===== config.mk =====
export PLATFORM = sky130hd
export DESIGN_NAME = occ_clock_control
export DESIGN_NICKNAME = d
export VERILOG_FILES = /design/src/shared/occ_pkg.sv /design/src/hw/occ_activity_monitor.sv /design/src/hw/occ_clock_control.sv
export SDC_FILE = /design/constraint.sdc
export NUM_CORES = 1
export LEC_CHECK = 0
export BUFFER_PORTS_ARGS = -buffer_cell sky130_fd_sc_hd__buf_2
export CAP_MARGIN = 20
export CORE_ASPECT_RATIO = 0.5
export CORE_UTILIZATION = 51
export CTS_BUF_LIST = sky130_fd_sc_hd__clkbuf_4
export DETAILED_ROUTE_END_ITERATION = 10
export PLACE_DENSITY = 0.77
export SETUP_SLACK_MARGIN = 0.5
export SYNTH_ARGS = -nofsm -noshare
export SYNTH_HDL_FRONTEND = slang
export SYNTH_SLANG_ARGS = --single-unit

===== constraint.sdc =====
create_clock -name clk -period 2.51 [get_ports clk]
set_input_delay 0 -clock clk [delete_from_list [all_inputs] [get_ports clk]]
set_output_delay 0 -clock clk [all_outputs]
set_load 0.02 [all_outputs]

===== src/shared/occ_pkg.sv =====
// Package with register map, field layout, reset values and timing counts
package occ_pkg;

	// ==========================================================
	// Clock and timing
	// ==========================================================
	localparam int CLK_PERIOD_NS  = 40;      // 25 MHz system clock
	localparam int LF_TIMEOUT_NS  = 100000;  // No LF edge for 100 us
	localparam int HF_TIMEOUT_NS  = 10000;   // No HF edge for 10 us
	localparam int SWITCH_GAP_NS  = 200;     // CPU clock gap on a switch
	localparam int VLO_TYP_HZ     = 12000;   // Very-low-power osc, typical
	// Least times round up to whole cycles
	localparam int LF_TIMEOUT_CYC =
		(LF_TIMEOUT_NS + CLK_PERIOD_NS - 1) / CLK_PERIOD_NS;
	localparam int HF_TIMEOUT_CYC =
		(HF_TIMEOUT_NS + CLK_PERIOD_NS - 1) / CLK_PERIOD_NS;
	localparam int SWITCH_GAP_CYC =
		(SWITCH_GAP_NS + CLK_PERIOD_NS - 1) / CLK_PERIOD_NS;

	// ==========================================================
	// Register byte addresses
	// ==========================================================
	localparam logic [7:0] ADDR_CTRL_ONE   = 8'h00;
	localparam logic [7:0] ADDR_CTRL_TWO   = 8'h04;
	localparam logic [7:0] ADDR_CTRL_THREE = 8'h08;
	localparam logic [7:0] ADDR_TAP_MOD    = 8'h0C;
	localparam logic [7:0] ADDR_STATUS     = 8'h10;
	localparam logic [7:0] ADDR_MASK       = 8'h14;
	localparam logic [7:0] ADDR_STATE      = 8'h18;

	// ==========================================================
	// Field positions
	// ==========================================================
	localparam int RANGE_LSB    = 0;  // clock_ctrl_one [3:0]
	localparam int HF_OFF_BIT   = 4;  // clock_ctrl_one [4]
	localparam int CPU_SRC_LSB  = 0;  // clock_ctrl_two [1:0]
	localparam int EXT_BIAS_BIT = 2;  // clock_ctrl_two [2]
	localparam int HF_RANGE_LSB = 0;  // clock_ctrl_three [1:0]
	localparam int LF_CAP_LSB   = 2;  // clock_ctrl_three [3:2]
	localparam int LF_SEL_LO    = 4;  // clock_ctrl_three [4]
	localparam int LF_SEL_HI    = 5;  // clock_ctrl_three [5]
	localparam int MOD_LSB      = 0;  // tap/mod [4:0]
	localparam int TAP_LSB      = 5;  // tap/mod [7:5]
	localparam int EV_LF_FAULT  = 0;  // status / mask
	localparam int EV_HF_FAULT  = 1;
	localparam int EV_GLOBAL    = 2;
	localparam int EV_W         = 3;

	// ==========================================================
	// Reset values and encodings
	// ==========================================================
	localparam logic [3:0] RANGE_RST    = 4'h7;  // Around 1.2 MHz
	localparam logic [2:0] TAP_RST      = 3'h3;
	localparam logic [4:0] MOD_RST      = 5'h00;
	localparam logic [1:0] HF_RANGE_RST = 2'h0;  // 0.4 MHz to 1 MHz
	localparam logic [1:0] LF_CAP_RST   = 2'h1;  // Effective 6 pF
	localparam logic [1:0] LF_MODE_XTAL = 2'h0;
	localparam logic [1:0] LF_MODE_VLO  = 2'h2;
	localparam logic [1:0] LF_MODE_DIG  = 2'h3;  // Direct digital input
	localparam logic [1:0] SRC_DCO      = 2'h0;
	localparam logic [1:0] SRC_LF       = 2'h1;
	localparam logic [1:0] SRC_HF       = 2'h2;

	// CPU clock switch states
	typedef enum logic [3:0]
	{
		ST_RUN_DCO = 4'h1,
		ST_RUN_LF  = 4'h2,
		ST_RUN_HF  = 4'h4,
		ST_GAP     = 4'h8
	} occ_state_t;

endpackage


===== src/hw/occ_activity_monitor.sv =====
// Oscillator activity monitor that flags a missing edge
`timescale 1ns/1ps

module occ_activity_monitor
#(
	parameter int TIMEOUT_CYCLES = 2500
)
(
	input  wire logic clk,
	input  wire logic rst_n,
	input  wire logic enable,
	input  wire logic osc_sample,
	output logic      fault
);

	localparam int CW = $clog2(TIMEOUT_CYCLES + 1);
	localparam logic [CW-1:0] LIMIT = CW'(TIMEOUT_CYCLES);

	logic          prev_sample;
	logic [CW-1:0] idle_count;
	logic          edge_seen;

	// ==========================================================
	// Edge detection
	// ==========================================================
	assign edge_seen = osc_sample ^ prev_sample;

	// Previous sample for edge compare
	always_ff @(posedge clk or negedge rst_n)
	begin
		if (!rst_n)
			prev_sample <= 1'b0;
		else
			prev_sample <= osc_sample;
	end

	// Idle counter, restarts on every edge, saturates at the limit
	always_ff @(posedge clk or negedge rst_n)
	begin
		if (!rst_n)
			idle_count <= '0;
		else if (!enable || edge_seen)
			idle_count <= '0;
		else if (idle_count != LIMIT)
			idle_count <= idle_count + 1'b1;
	end

	// Fault level while the oscillator stays silent too long
	always_ff @(posedge clk or negedge rst_n)
	begin
		if (!rst_n)
			fault <= 1'b0;
		else
			fault <= enable && !edge_seen && (idle_count == LIMIT);
	end

endmodule


===== src/hw/occ_clock_control.sv =====
// Oscillator clock control with APB registers and CPU clock selection
`timescale 1ns/1ps

module occ_clock_control
#(
	parameter int LF_TIMEOUT = occ_pkg::LF_TIMEOUT_CYC,
	parameter int HF_TIMEOUT = occ_pkg::HF_TIMEOUT_CYC,
	parameter int SWITCH_GAP = occ_pkg::SWITCH_GAP_CYC
)
(
	input  wire logic        clk,
	input  wire logic        rst_n,
	input  wire logic        psel,
	input  wire logic        penable,
	input  wire logic        pwrite,
	input  wire logic [7:0]  paddr,
	input  wire logic [31:0] pwdata,
	output logic [31:0]      prdata,
	output logic             pready,
	output logic             pslverr,
	input  wire logic        lf_osc_sample,
	input  wire logic        hf_osc_sample,
	input  wire logic        vlo_sample,
	output logic [3:0]       osc_range_select,
	output logic [2:0]       osc_tap_select,
	output logic [4:0]       osc_modulation_select,
	output logic             external_bias_select,
	output logic [1:0]       hf_range_select,
	output logic [1:0]       lf_load_cap_select,
	output logic             lf_source_select_hi,
	output logic             lf_source_select_lo,
	output logic             lf_digital_input_en,
	output logic             very_low_power_osc_en,
	output logic             high_freq_osc_en,
	output logic [1:0]       cpu_clk_source,
	output logic             cpu_clk_enable,
	output logic             irq
);

	localparam int GW = $clog2(SWITCH_GAP + 1);
	localparam logic [GW-1:0] GAP_LAST = GW'(SWITCH_GAP - 1);

	// Software-visible control
	logic [3:0]          range_sel;
	logic                hf_off;
	logic [1:0]          cpu_src_req;
	logic                ext_bias;
	logic [1:0]          hf_range;
	logic [1:0]          lf_cap;
	logic [1:0]          lf_mode;
	logic [2:0]          tap_sel;
	logic [4:0]          mod_sel;
	logic [occ_pkg::EV_W-1:0] status;
	logic [occ_pkg::EV_W-1:0] mask;

	// Internal state
	logic                lf_fault;
	logic                hf_fault;
	logic                lf_fault_d;
	logic                hf_fault_d;
	logic                lf_monitor_in;
	occ_pkg::occ_state_t state;
	occ_pkg::occ_state_t next_state;
	logic [1:0]          target_src;
	logic [1:0]          pending_src;
	logic [GW-1:0]       gap_count;

	// Bus decode
	logic                setup_phase;
	logic                wr_en;
	logic                addr_hit;
	logic [31:0]         rd_value;
	logic [occ_pkg::EV_W-1:0] ev_set;
	logic [occ_pkg::EV_W-1:0] ev_clr;

	// ==========================================================
	// Helpers
	// ==========================================================
	// Source code that belongs to a running state
	function automatic logic [1:0] src_of(input occ_pkg::occ_state_t s);
		case (s)
			occ_pkg::ST_RUN_LF: src_of = occ_pkg::SRC_LF;
			occ_pkg::ST_RUN_HF: src_of = occ_pkg::SRC_HF;
			default:            src_of = occ_pkg::SRC_DCO;
		endcase
	endfunction

	// Running state that belongs to a source code
	function automatic occ_pkg::occ_state_t run_of(input logic [1:0] s);
		case (s)
			occ_pkg::SRC_LF: run_of = occ_pkg::ST_RUN_LF;
			occ_pkg::SRC_HF: run_of = occ_pkg::ST_RUN_HF;
			default:         run_of = occ_pkg::ST_RUN_DCO;
		endcase
	endfunction

	// ==========================================================
	// APB slave
	// ==========================================================
	assign pready      = 1'b1;
	assign setup_phase = psel && !penable;
	assign wr_en       = psel && penable && pwrite && addr_hit;

	// Known addresses; anything else answers with an error
	always_comb
	begin
		case (paddr)
			occ_pkg::ADDR_CTRL_ONE,
			occ_pkg::ADDR_CTRL_TWO,
			occ_pkg::ADDR_CTRL_THREE,
			occ_pkg::ADDR_TAP_MOD,
			occ_pkg::ADDR_STATUS,
			occ_pkg::ADDR_MASK,
			occ_pkg::ADDR_STATE: addr_hit = 1'b1;
			default:             addr_hit = 1'b0;
		endcase
	end

	assign pslverr = psel && penable && !addr_hit;

	// Read multiplexer, unused bits read as zero
	always_comb
	begin
		rd_value = 32'h0000_0000;
		case (paddr)
			occ_pkg::ADDR_CTRL_ONE:
			begin
				rd_value[occ_pkg::RANGE_LSB +: 4] = range_sel;
				rd_value[occ_pkg::HF_OFF_BIT]     = hf_off;
			end
			occ_pkg::ADDR_CTRL_TWO:
			begin
				rd_value[occ_pkg::CPU_SRC_LSB +: 2] = cpu_src_req;
				rd_value[occ_pkg::EXT_BIAS_BIT]     = ext_bias;
			end
			occ_pkg::ADDR_CTRL_THREE:
			begin
				rd_value[occ_pkg::HF_RANGE_LSB +: 2] = hf_range;
				rd_value[occ_pkg::LF_CAP_LSB +: 2]   = lf_cap;
				rd_value[occ_pkg::LF_SEL_LO +: 2]    = lf_mode;
			end
			occ_pkg::ADDR_TAP_MOD:
			begin
				rd_value[occ_pkg::TAP_LSB +: 3] = tap_sel;
				rd_value[occ_pkg::MOD_LSB +: 5] = mod_sel;
			end
			occ_pkg::ADDR_STATUS:
				rd_value[occ_pkg::EV_W-1:0] = status;
			occ_pkg::ADDR_MASK:
				rd_value[occ_pkg::EV_W-1:0] = mask;
			occ_pkg::ADDR_STATE:
			begin
				rd_value[1:0] = src_of(state);
				rd_value[2]   = (state == occ_pkg::ST_GAP);
				rd_value[3]   = lf_fault;
				rd_value[4]   = hf_fault;
				rd_value[5]   = (lf_mode == occ_pkg::LF_MODE_DIG);
			end
			default:
				rd_value = 32'h0000_0000;
		endcase
	end

	// Read data captured in the setup cycle, valid through access
	always_ff @(posedge clk or negedge rst_n)
	begin
		if (!rst_n)
			prdata <= 32'h0000_0000;
		else if (setup_phase && !pwrite)
			prdata <= rd_value;
	end

	// ==========================================================
	// Control registers
	// ==========================================================
	// First control register: range field and HF oscillator off
	always_ff @(posedge clk or negedge rst_n)
	begin
		if (!rst_n)
		begin
			range_sel <= occ_pkg::RANGE_RST;
			hf_off    <= 1'b1;
		end
		else if (wr_en && paddr == occ_pkg::ADDR_CTRL_ONE)
		begin
			range_sel <= pwdata[occ_pkg::RANGE_LSB +: 4];
			hf_off    <= pwdata[occ_pkg::HF_OFF_BIT];
		end
	end

	// Second control register: CPU source request and bias mode
	always_ff @(posedge clk or negedge rst_n)
	begin
		if (!rst_n)
		begin
			cpu_src_req <= occ_pkg::SRC_DCO;
			ext_bias    <= 1'b0;
		end
		else if (wr_en && paddr == occ_pkg::ADDR_CTRL_TWO)
		begin
			cpu_src_req <= pwdata[occ_pkg::CPU_SRC_LSB +: 2];
			ext_bias    <= pwdata[occ_pkg::EXT_BIAS_BIT];
		end
	end

	// Third control register: HF range, LF load cap and LF source
	always_ff @(posedge clk or negedge rst_n)
	begin
		if (!rst_n)
		begin
			hf_range <= occ_pkg::HF_RANGE_RST;
			lf_cap   <= occ_pkg::LF_CAP_RST;
			lf_mode  <= occ_pkg::LF_MODE_XTAL;
		end
		else if (wr_en && paddr == occ_pkg::ADDR_CTRL_THREE)
		begin
			hf_range <= pwdata[occ_pkg::HF_RANGE_LSB +: 2];
			lf_cap   <= pwdata[occ_pkg::LF_CAP_LSB +: 2];
			lf_mode  <= pwdata[occ_pkg::LF_SEL_LO +: 2];
		end
	end

	// Tap and modulation fields, where calibration words land
	always_ff @(posedge clk or negedge rst_n)
	begin
		if (!rst_n)
		begin
			tap_sel <= occ_pkg::TAP_RST;
			mod_sel <= occ_pkg::MOD_RST;
		end
		else if (wr_en && paddr == occ_pkg::ADDR_TAP_MOD)
		begin
			tap_sel <= pwdata[occ_pkg::TAP_LSB +: 3];
			mod_sel <= pwdata[occ_pkg::MOD_LSB +: 5];
		end
	end

	// Interrupt mask
	always_ff @(posedge clk or negedge rst_n)
	begin
		if (!rst_n)
			mask <= '0;
		else if (wr_en && paddr == occ_pkg::ADDR_MASK)
			mask <= pwdata[occ_pkg::EV_W-1:0];
	end

	// ==========================================================
	// Oscillator fault detection
	// ==========================================================
	// LF monitor watches the internal oscillator when it is selected
	assign lf_monitor_in = (lf_mode == occ_pkg::LF_MODE_VLO) ?
		vlo_sample : lf_osc_sample;

	occ_activity_monitor
	#(
		.TIMEOUT_CYCLES (LF_TIMEOUT)
	)
	u_lf_monitor
	(
		.clk        (clk),
		.rst_n      (rst_n),
		.enable     (1'b1),
		.osc_sample (lf_monitor_in),
		.fault      (lf_fault)
	);

	occ_activity_monitor
	#(
		.TIMEOUT_CYCLES (HF_TIMEOUT)
	)
	u_hf_monitor
	(
		.clk        (clk),
		.rst_n      (rst_n),
		.enable     (!hf_off),
		.osc_sample (hf_osc_sample),
		.fault      (hf_fault)
	);

	// Delayed fault levels for onset detection
	always_ff @(posedge clk or negedge rst_n)
	begin
		if (!rst_n)
		begin
			lf_fault_d <= 1'b0;
			hf_fault_d <= 1'b0;
		end
		else
		begin
			lf_fault_d <= lf_fault;
			hf_fault_d <= hf_fault;
		end
	end

	// ==========================================================
	// Sticky status and interrupt
	// ==========================================================
	// Fault onsets set their own flag; any fault level sets global
	always_comb
	begin
		ev_set = '0;
		ev_set[occ_pkg::EV_LF_FAULT] = lf_fault && !lf_fault_d;
		ev_set[occ_pkg::EV_HF_FAULT] = hf_fault && !hf_fault_d;
		ev_set[occ_pkg::EV_GLOBAL]   = lf_fault || hf_fault;
	end

	assign ev_clr = (wr_en && paddr == occ_pkg::ADDR_STATUS) ?
		pwdata[occ_pkg::EV_W-1:0] : '0;

	// Write one to clear; a set in the same cycle wins
	always_ff @(posedge clk or negedge rst_n)
	begin
		if (!rst_n)
			status <= '0;
		else
			status <= (status & ~ev_clr) | ev_set;
	end

	// Level interrupt from unmasked status bits
	always_ff @(posedge clk or negedge rst_n)
	begin
		if (!rst_n)
			irq <= 1'b0;
		else
			irq <= |(((status & ~ev_clr) | ev_set) & mask);
	end

	// ==========================================================
	// CPU clock source selection
	// ==========================================================
	// Global fault forces the internal oscillator; code 3 maps to it
	assign target_src = status[occ_pkg::EV_GLOBAL] ?
		occ_pkg::SRC_DCO : src_of(run_of(cpu_src_req));

	// Switch sequencer with a gated gap between sources
	always_comb
	begin
		next_state = state;
		case (state)
			occ_pkg::ST_RUN_DCO,
			occ_pkg::ST_RUN_LF,
			occ_pkg::ST_RUN_HF:
				if (target_src != src_of(state))
					next_state = occ_pkg::ST_GAP;
			occ_pkg::ST_GAP:
				if (gap_count == GAP_LAST)
					next_state = run_of(pending_src);
			default:
				next_state = occ_pkg::ST_RUN_DCO;
		endcase
	end

	// State register
	always_ff @(posedge clk or negedge rst_n)
	begin
		if (!rst_n)
			state <= occ_pkg::ST_RUN_DCO;
		else
			state <= next_state;
	end

	// Gap counter and the source latched when the gap begins
	always_ff @(posedge clk or negedge rst_n)
	begin
		if (!rst_n)
		begin
			gap_count   <= '0;
			pending_src <= occ_pkg::SRC_DCO;
		end
		else if (state != occ_pkg::ST_GAP)
		begin
			gap_count   <= '0;
			pending_src <= target_src;
		end
		else
		begin
			gap_count <= gap_count + 1'b1;
			if (status[occ_pkg::EV_GLOBAL])
				pending_src <= occ_pkg::SRC_DCO;
		end
	end

	// ==========================================================
	// Oscillator control outputs
	// ==========================================================
	// Registered copies of the fields that steer the oscillators
	always_ff @(posedge clk or negedge rst_n)
	begin
		if (!rst_n)
		begin
			osc_range_select      <= occ_pkg::RANGE_RST;
			osc_tap_select        <= occ_pkg::TAP_RST;
			osc_modulation_select <= occ_pkg::MOD_RST;
			external_bias_select  <= 1'b0;
			hf_range_select       <= occ_pkg::HF_RANGE_RST;
			lf_load_cap_select    <= occ_pkg::LF_CAP_RST;
			lf_source_select_hi   <= 1'b0;
			lf_source_select_lo   <= 1'b0;
			lf_digital_input_en   <= 1'b0;
			very_low_power_osc_en <= 1'b0;
			high_freq_osc_en      <= 1'b0;
			cpu_clk_source        <= occ_pkg::SRC_DCO;
			cpu_clk_enable        <= 1'b1;
		end
		else
		begin
			// Resistor bias uses the narrower legacy range code
			osc_range_select      <= ext_bias ?
				{1'b0, range_sel[2:0]} : range_sel;
			osc_tap_select        <= tap_sel;
			osc_modulation_select <= mod_sel;
			external_bias_select  <= ext_bias;
			hf_range_select       <= hf_range;
			lf_load_cap_select    <= lf_cap;
			lf_source_select_hi   <= lf_mode[1];
			lf_source_select_lo   <= lf_mode[0];
			lf_digital_input_en   <=
				(lf_mode == occ_pkg::LF_MODE_DIG);
			very_low_power_osc_en <=
				(lf_mode == occ_pkg::LF_MODE_VLO);
			high_freq_osc_en      <= !hf_off;
			cpu_clk_source        <= src_of(next_state);
			cpu_clk_enable        <= (next_state != occ_pkg::ST_GAP);
		end
	end

endmodule


; ---- After elaboration in Yosys (flattened, before gate mapping)
; Index checks and enable logic that the tools add are counted.
; Widths: inputs -> output; s select.
[word_totals]
ff_bits = 97
latch_bits = 0
mem_bits_rw = 0
romBits = 0
input_bits = 48
out_inout_bits = 60
elab_cells = 133
mem_count = 0
[op_classes]
n_addsub = 3
mul = 0
div_mod_pow = 0
magnitude_cmp = 0
n_eq_ne = 28
shift = 0
muxes = 25
bitwise_logic = 6
reduce_logical = 34
[op_table]
columns = operator, count
row1 = $eq 8x5->1 const B, 3
row2 = $mux 12, 2
row3 = $pmux 3 s7, 1
row4 = $logic_and 1x1->1, 17
row5 = $eq 8x4->1 const B, 2
row6 = $mux 8, 2
row7 = $add 12x1->12 const B, 1
row8 = $eq 12x12->1 const B, 1
row9 = $eq 4x2->1 const B, 3
row10 = $eq 4x3->1 const B, 3
row11 = $mux 4, 3
row12 = $ne 12x12->1 const B, 1
row13 = $pmux 2 s2, 3
row14 = $pmux 3 s2, 2
row15 = $mux 2, 5
row16 = $add 8x1->8 const B, 1
row17 = $eq 2x2->1 const B, 4
row18 = $eq 8x3->1 const B, 1
row19 = $eq 8x8->1 const B, 1
row20 = $logic_not 1->1, 8
row21 = $logic_not 8->1, 1
row22 = $ne 4x4->1 const B, 2
row23 = $ne 8x8->1 const B, 1
row24 = $pmux 2 s4, 1
row25 = 18 further kinds, 27

; ---- Longest topological paths before layout
[logic_depth]
ltp_word = 11
mapped_depth = 7
depth_no_buf = 6

; ---- Hierarchy
; Synthesis repeated with hierarchy kept, for this count alone.
[hier_totals]
cells_unflattened = 402
area_unflattened_um2 = 4638.2
[by_module_without_submodules]
columns = mod, n_inst, cells_per_inst, area_per_inst_um2, seq_area_each_um2
row1 = occ_clock_control, 1, 281, 3423.3, 1845.5
row2 = occ_activity_monitor (u_lf_monitor), 1, 75, 735.7, 350.3
row3 = occ_activity_monitor (u_hf_monitor), 1, 46, 479.2, 250.2

; ---- Worst setup path before layout
; No wires, ideal clock.
[synth_path]
kind = input -> register
startpoint = input port paddr[5]
endpoint = register range_sel[3]
setup_time_ns = 0.125
arrival_ns = 1.765
t_required_ns = 2.385
slack_ns = 0.620
path_stages = 6
n_path_buf = 2
path_cell_list = or3_1 -> buf_2 -> or3_4 -> or4_4 -> buf_6 -> mux2_4
[synth_between]
elab_chain_cells = 5
word_cells_on_any_way = 11
classes_between = 6 x eq/ne / 1 x mux / 4 x reduce/logical
[synth_rtl]
columns = element, line_no
row1 = start: declaration, occ_clock_control.sv:16  ; input wire logic [7:0] paddr,
row2 = "$eq 8x3->1, or another cell as far along", occ_clock_control.sv:107  ; case (paddr)
row3 = $reduce_or 7->1, occ_clock_control.sv:107
row4 = $mux 1, occ_clock_control.sv:107
row5 = $logic_and 1x1->1, occ_clock_control.sv:102  ; assign wr_en = psel && penable && pwrite && addr_hit;
row6 = $logic_and 1x1->1 *, occ_clock_control.sv:184  ; else if (wr_en && paddr == occ_pkg::ADDR_CTRL_ONE)
row7 = end signal: assignment, occ_clock_control.sv:181  ; range_sel <= occ_pkg::RANGE_RST;
row8 = end signal: assignment, occ_clock_control.sv:186  ; range_sel <= pwdata[occ_pkg::RANGE_LSB +: 4];
row9 = end: declaration, occ_clock_control.sv:44  ; logic [3:0] range_sel;
; Mark *: on every way between the ends. The rest lies on a longest branch, timed or not.
; A chain may end at the register's enable or synchronous reset.

; ---- Final worst setup path
[layout_path]
startpoint = register state[2]
endpoint = register cpu_clk_source[1]
[layout_between]
elab_chain_cells = 8
word_cells_on_any_way = 14
classes_between = 7 x eq/ne / 6 x mux / 1 x reduce/logical
[layout_rtl]
columns = element, line_no
row1 = start: declaration, occ_clock_control.sv:62  ; occ_pkg::occ_state_t state;
row2 = start signal: assignment, occ_clock_control.sv:357  ; state <= occ_pkg::ST_RUN_DCO;
row3 = start signal: assignment, occ_clock_control.sv:359  ; state <= next_state;
row4 = $eq 4x3->1 or $eq 4x2->1 (tied branches), "occ_clock_control.sv:81, occ_clock_control.sv:339"
row5 = $pmux 2 s2, occ_clock_control.sv:81  ; case (s)
row6 = $mux 2, occ_clock_control.sv:339  ; case (state)
row7 = $ne 2x2->1, occ_clock_control.sv:343  ; if (target_src != src_of(state))
row8 = $mux 4, occ_clock_control.sv:343
row9 = $pmux 4 s2 *, occ_clock_control.sv:339
row10 = named net next_state[0], occ_clock_control.sv:63  ; occ_pkg::occ_state_t next_state;
row11 = $eq 4x3->1 or $eq 4x2->1 (tied branches), occ_clock_control.sv:81
row12 = $pmux 2 s2 *, occ_clock_control.sv:81
row13 = end signal: assignment, occ_clock_control.sv:402  ; cpu_clk_source <= occ_pkg::SRC_DCO;
row14 = end signal: assignment, occ_clock_control.sv:422  ; cpu_clk_source <= src_of(next_state);
row15 = end: declaration, occ_clock_control.sv:35  ; output logic [1:0] cpu_clk_source,
; Mark *: on every way through the listed nets, which the timed path passes. The rest lies on a longest branch. The select of a mux whose other input is x is not followed.

==> out/metrics.yaml <==
status: "finished clean"
hold_viol: 0
io_buffers: 58
num_antenna_cells: 0
fp-row-count: 23
gr-usage-all-layers_pct: 20.4
intPower_mw: 2.10
dpl.hpwl_um: 6040
drtIter0Drc: 167
antenna_found_initial: 0
dp_cells: 561
worst_pin_slew_ns: 0.673
synth_ff_type: "dfrtp_1"
leakagePower_nw: 2.46
slew_viol_final: 0
p_clk_share_pct: 32.6
gr-usage-met3_pct: 5.70
drive_above_1_share_pct: 28.4
vias_per_cell: 5.35
grt_pass1_wl_um: 14200
peakVddDrop_v: 0.000273
grt_use_met1_pct: 26.2
critPathKind: "register to register"
ctsRootBufferMaster: "clkbuf_4"
async_flop_share_pct: 100
vias: 3162
synth_cell_types: 62
path_clk_slew_ns: 0.15
place_congestion: 0.838
cap_violations: 0
grt_pass1_vias: 2902
setup_violations: 0
die_y_um: 68.6
firstDrtPassIters: 4
syn_inst: 398
slew-limit-headroom_pct: 54.7
wl_per_cell_um: 14.9
cts.sink_count: 97
switching_share_pct: 25.3
avgSynthCellArea_um2: 11.4
start_util_pct: 54.5
nNetsFinal: 530
setup-tns-final_ns: 0
startpoint_type: "register"
boundaryPins: 108
syn_area_mm2: 0.00452
cts_buffer_depth: 2
grt-ovfl-total: 0
max_freq_ghz: 0.534
rsz0062_at_grt: "no"
endpoint_kind: "register"
cts_setup_buffers: 0
die_area_mm2: 0.00926
ys_seq_elements: 97
drc: 0
synthToLayoutAreaGrowth_pct: 14.4
yosysSeqAreaShare_pct: 54.1
h-tree-depth: 3
grt_util_met2_pct: 33.4
synth_edf_count: 0
p_sw_uw: 713
final.period_utilization_pct: 74.7
ys_warn_count: 0
fin_crit_ns: 1.87
core_area_mm2: 0.00829
ant_nets: 0
seqPwrFrac_pct: 58.2
stdcell_count: 591
hold_class: "input pin to register"
cp_max_fo: 8
critPathArrivalTime_ns: 2.24
grt_max_degree: 55
pwr-share-comb_pct: 9.2
fp.dieW_um: 135
top_usage_layer: "met2"
power_density_mw_per_mm2: 545
tritoncts: "built"
finClkSkew_ns: 0.0185
worstPathRequired_ns: 2.87
clkLatencyLatePin_ns: 0.46
wl_um: 8780
cts_buffers: 9
-- what timing repair did --
| action | CTS | global route |
|---|---|---|
| endpoints found under the hold margin | 85 | 0 |
| resized for setup | 0 | 1 |
| hold buffers | 14 | 0 |
| setup endpoints to repair | 0 | 2 |
-- synthesized netlist by cell type (3+ instances only) --
cell,instances,share of area (%)
a211oi_1,3,0.50
a21oi_1,10,1.1
a22oi_1,3,0.50
a32o_1,4,0.89
a32oi_1,3,0.58
and2_1,5,0.69
and3_1,3,0.42
buf_4,25,4.2
clkbuf_1,8,0.66
dfrtp_1,82,45
dfstp_2,15,8.7
ha_1,8,2.2
inv_1,16,1.3
mux2_2,22,5.5
mux2_4,5,1.7
mux2i_1,6,1.3
nand2_1,25,2.1
nand3_1,12,1.3
nand3b_1,4,0.66
nand4_1,4,0.55
nor2_1,30,2.5
nor2b_1,6,0.83
nor3_1,5,0.55
nor3b_1,4,0.66
nor4_1,6,0.83
nor4b_1,4,0.78
o21ai_0,18,2.0
or3_1,4,0.55
xnor2_1,11,2.1
xor2_1,6,1.2
-- registers in the layout (all words and copies together), names as in the netlist, 4 cells and up --
register / cells
u_lf_monitor.idle_count: 12
prdata: 8
u_hf_monitor.idle_count: 8
mod_sel: 5
osc_modulation_select: 5
osc_range_select: 4
range_sel: 4
state: 4
-- layer usage --
| layer | wire length, um | up-vias |
|---|---|---|
| met5 | 0 | - |
| met4 | 107 | 0 |
| met3 | 463 | 12 |
| met2 | 4220 | 83 |
| met1 | 3990 | 1560 |
| li1 | - | 1507 |
-- cell type report --
type | instances | area (um^2)
inverters | 16 | 60.1
clock inverters | 6 | 83.8
multi-input cells | 270 | 1860
fillers | 670 | 3120
repair buffers | 80 | 505
well taps | 112 | 140
clock buffers | 10 | 75.1
flip-flops and latches | 97 | 2450
-- cell usage in the layout (no fill, tap or decap), types with 4 or more instances in the layout --
cell,Yosys,final
xnor2_1,11,11
o21ai_0,18,18
mux2_4,5,5
nor2_1,30,30
ha_1,8,8
or3_1,4,4
clkbuf_4,0,10
nand3b_1,4,4
a21oi_1,10,10
nor3_1,5,5
nand4_1,4,4
inv_1,16,16
dlygate4sd3_1,0,14
nand3_1,12,12
xor2_1,6,6
and2_1,5,5
mux2i_1,6,6
nor3b_1,4,4
a32o_1,4,4
buf_4,25,8
dfstp_2,15,15
dfrtp_1,82,82
nor4_1,6,6
buf_2,2,57
nor2b_1,6,6
mux2_2,22,22
conb_1,2,25
nand2_1,25,25
-- critical path: stages, from the launching register on --
cell,delay (ns)
dfrtp_1,0.50
or4b_2,0.74
a21oi_1,0.17
o21ai_0,0.15
nor3_1,0.24
-- path summary, 6_finish.rpt --
kind	startpoint	endpoint	slack, ns	cells after the start
setup / recovery	state[2]	cpu_clk_source[1]	0.64	4
hold / removal	paddr[1]	prdata[1]	0.05	5
setup reg to reg	state[2]	cpu_clk_source[1]	0.64	4
hold reg to reg	tap_sel[1]	osc_tap_select[1]	0.38	0
max in group asynchronous	rst_n	state[0]	1.66	3
min in group asynchronous	rst_n	u_lf_monitor.idle_count[6]	0.10	2
-- logic make-up after synthesis --
| logic type | Yosys count | share of synthesized area [%] |
|---|---|---|
| flip-flops | 97 | 54.1 |
| AND/OR/NAND/NOR | 127 | 15.5 |
| adder cells (fa/ha/maj) | 8 | 2.21 |
| XOR/XNOR | 17 | 3.29 |
| buffers and inverters | 54 | 6.78 |
| multiplexers | 34 | 8.97 |
| other | 2 | 0.166 |
| AO/OA/AOI/OAI | 59 | 8.92 |
-- stage by stage --
stage | power (mW) | area, um^2 | setup WS (ns) | util, % | hold WS (ns)
after floorplan | 1.84 | 4610 | 0.620 | - | -0.296
after global placement | 1.90 | 4860 | 0.507 | 58.7 | 0.0827
after detailed placement | 1.91 | 4860 | 0.445 | 58.7 | 0.0877
after CTS | 2.84 | 5160 | 0.664 | 62.3 | 0.0297
after global routing | 2.94 | 5170 | 0.609 | 62.4 | 0.0937
final | 2.82 | 5170 | 0.636 | 62.4 | 0.0537
-- power groups by stage --
stage	registers [mW]	logic (mW)	clock network, mW
3_3_place_gp	1.67	0.237	0
2_1_floorplan	1.65	0.189	0
3_5_place_dp	1.67	0.242	0
5_1_grt	1.65	0.289	1.01
4_1_cts	1.64	0.259	0.941
6_report	1.64	0.259	0.918
Power figures use the tool's default switching activity.
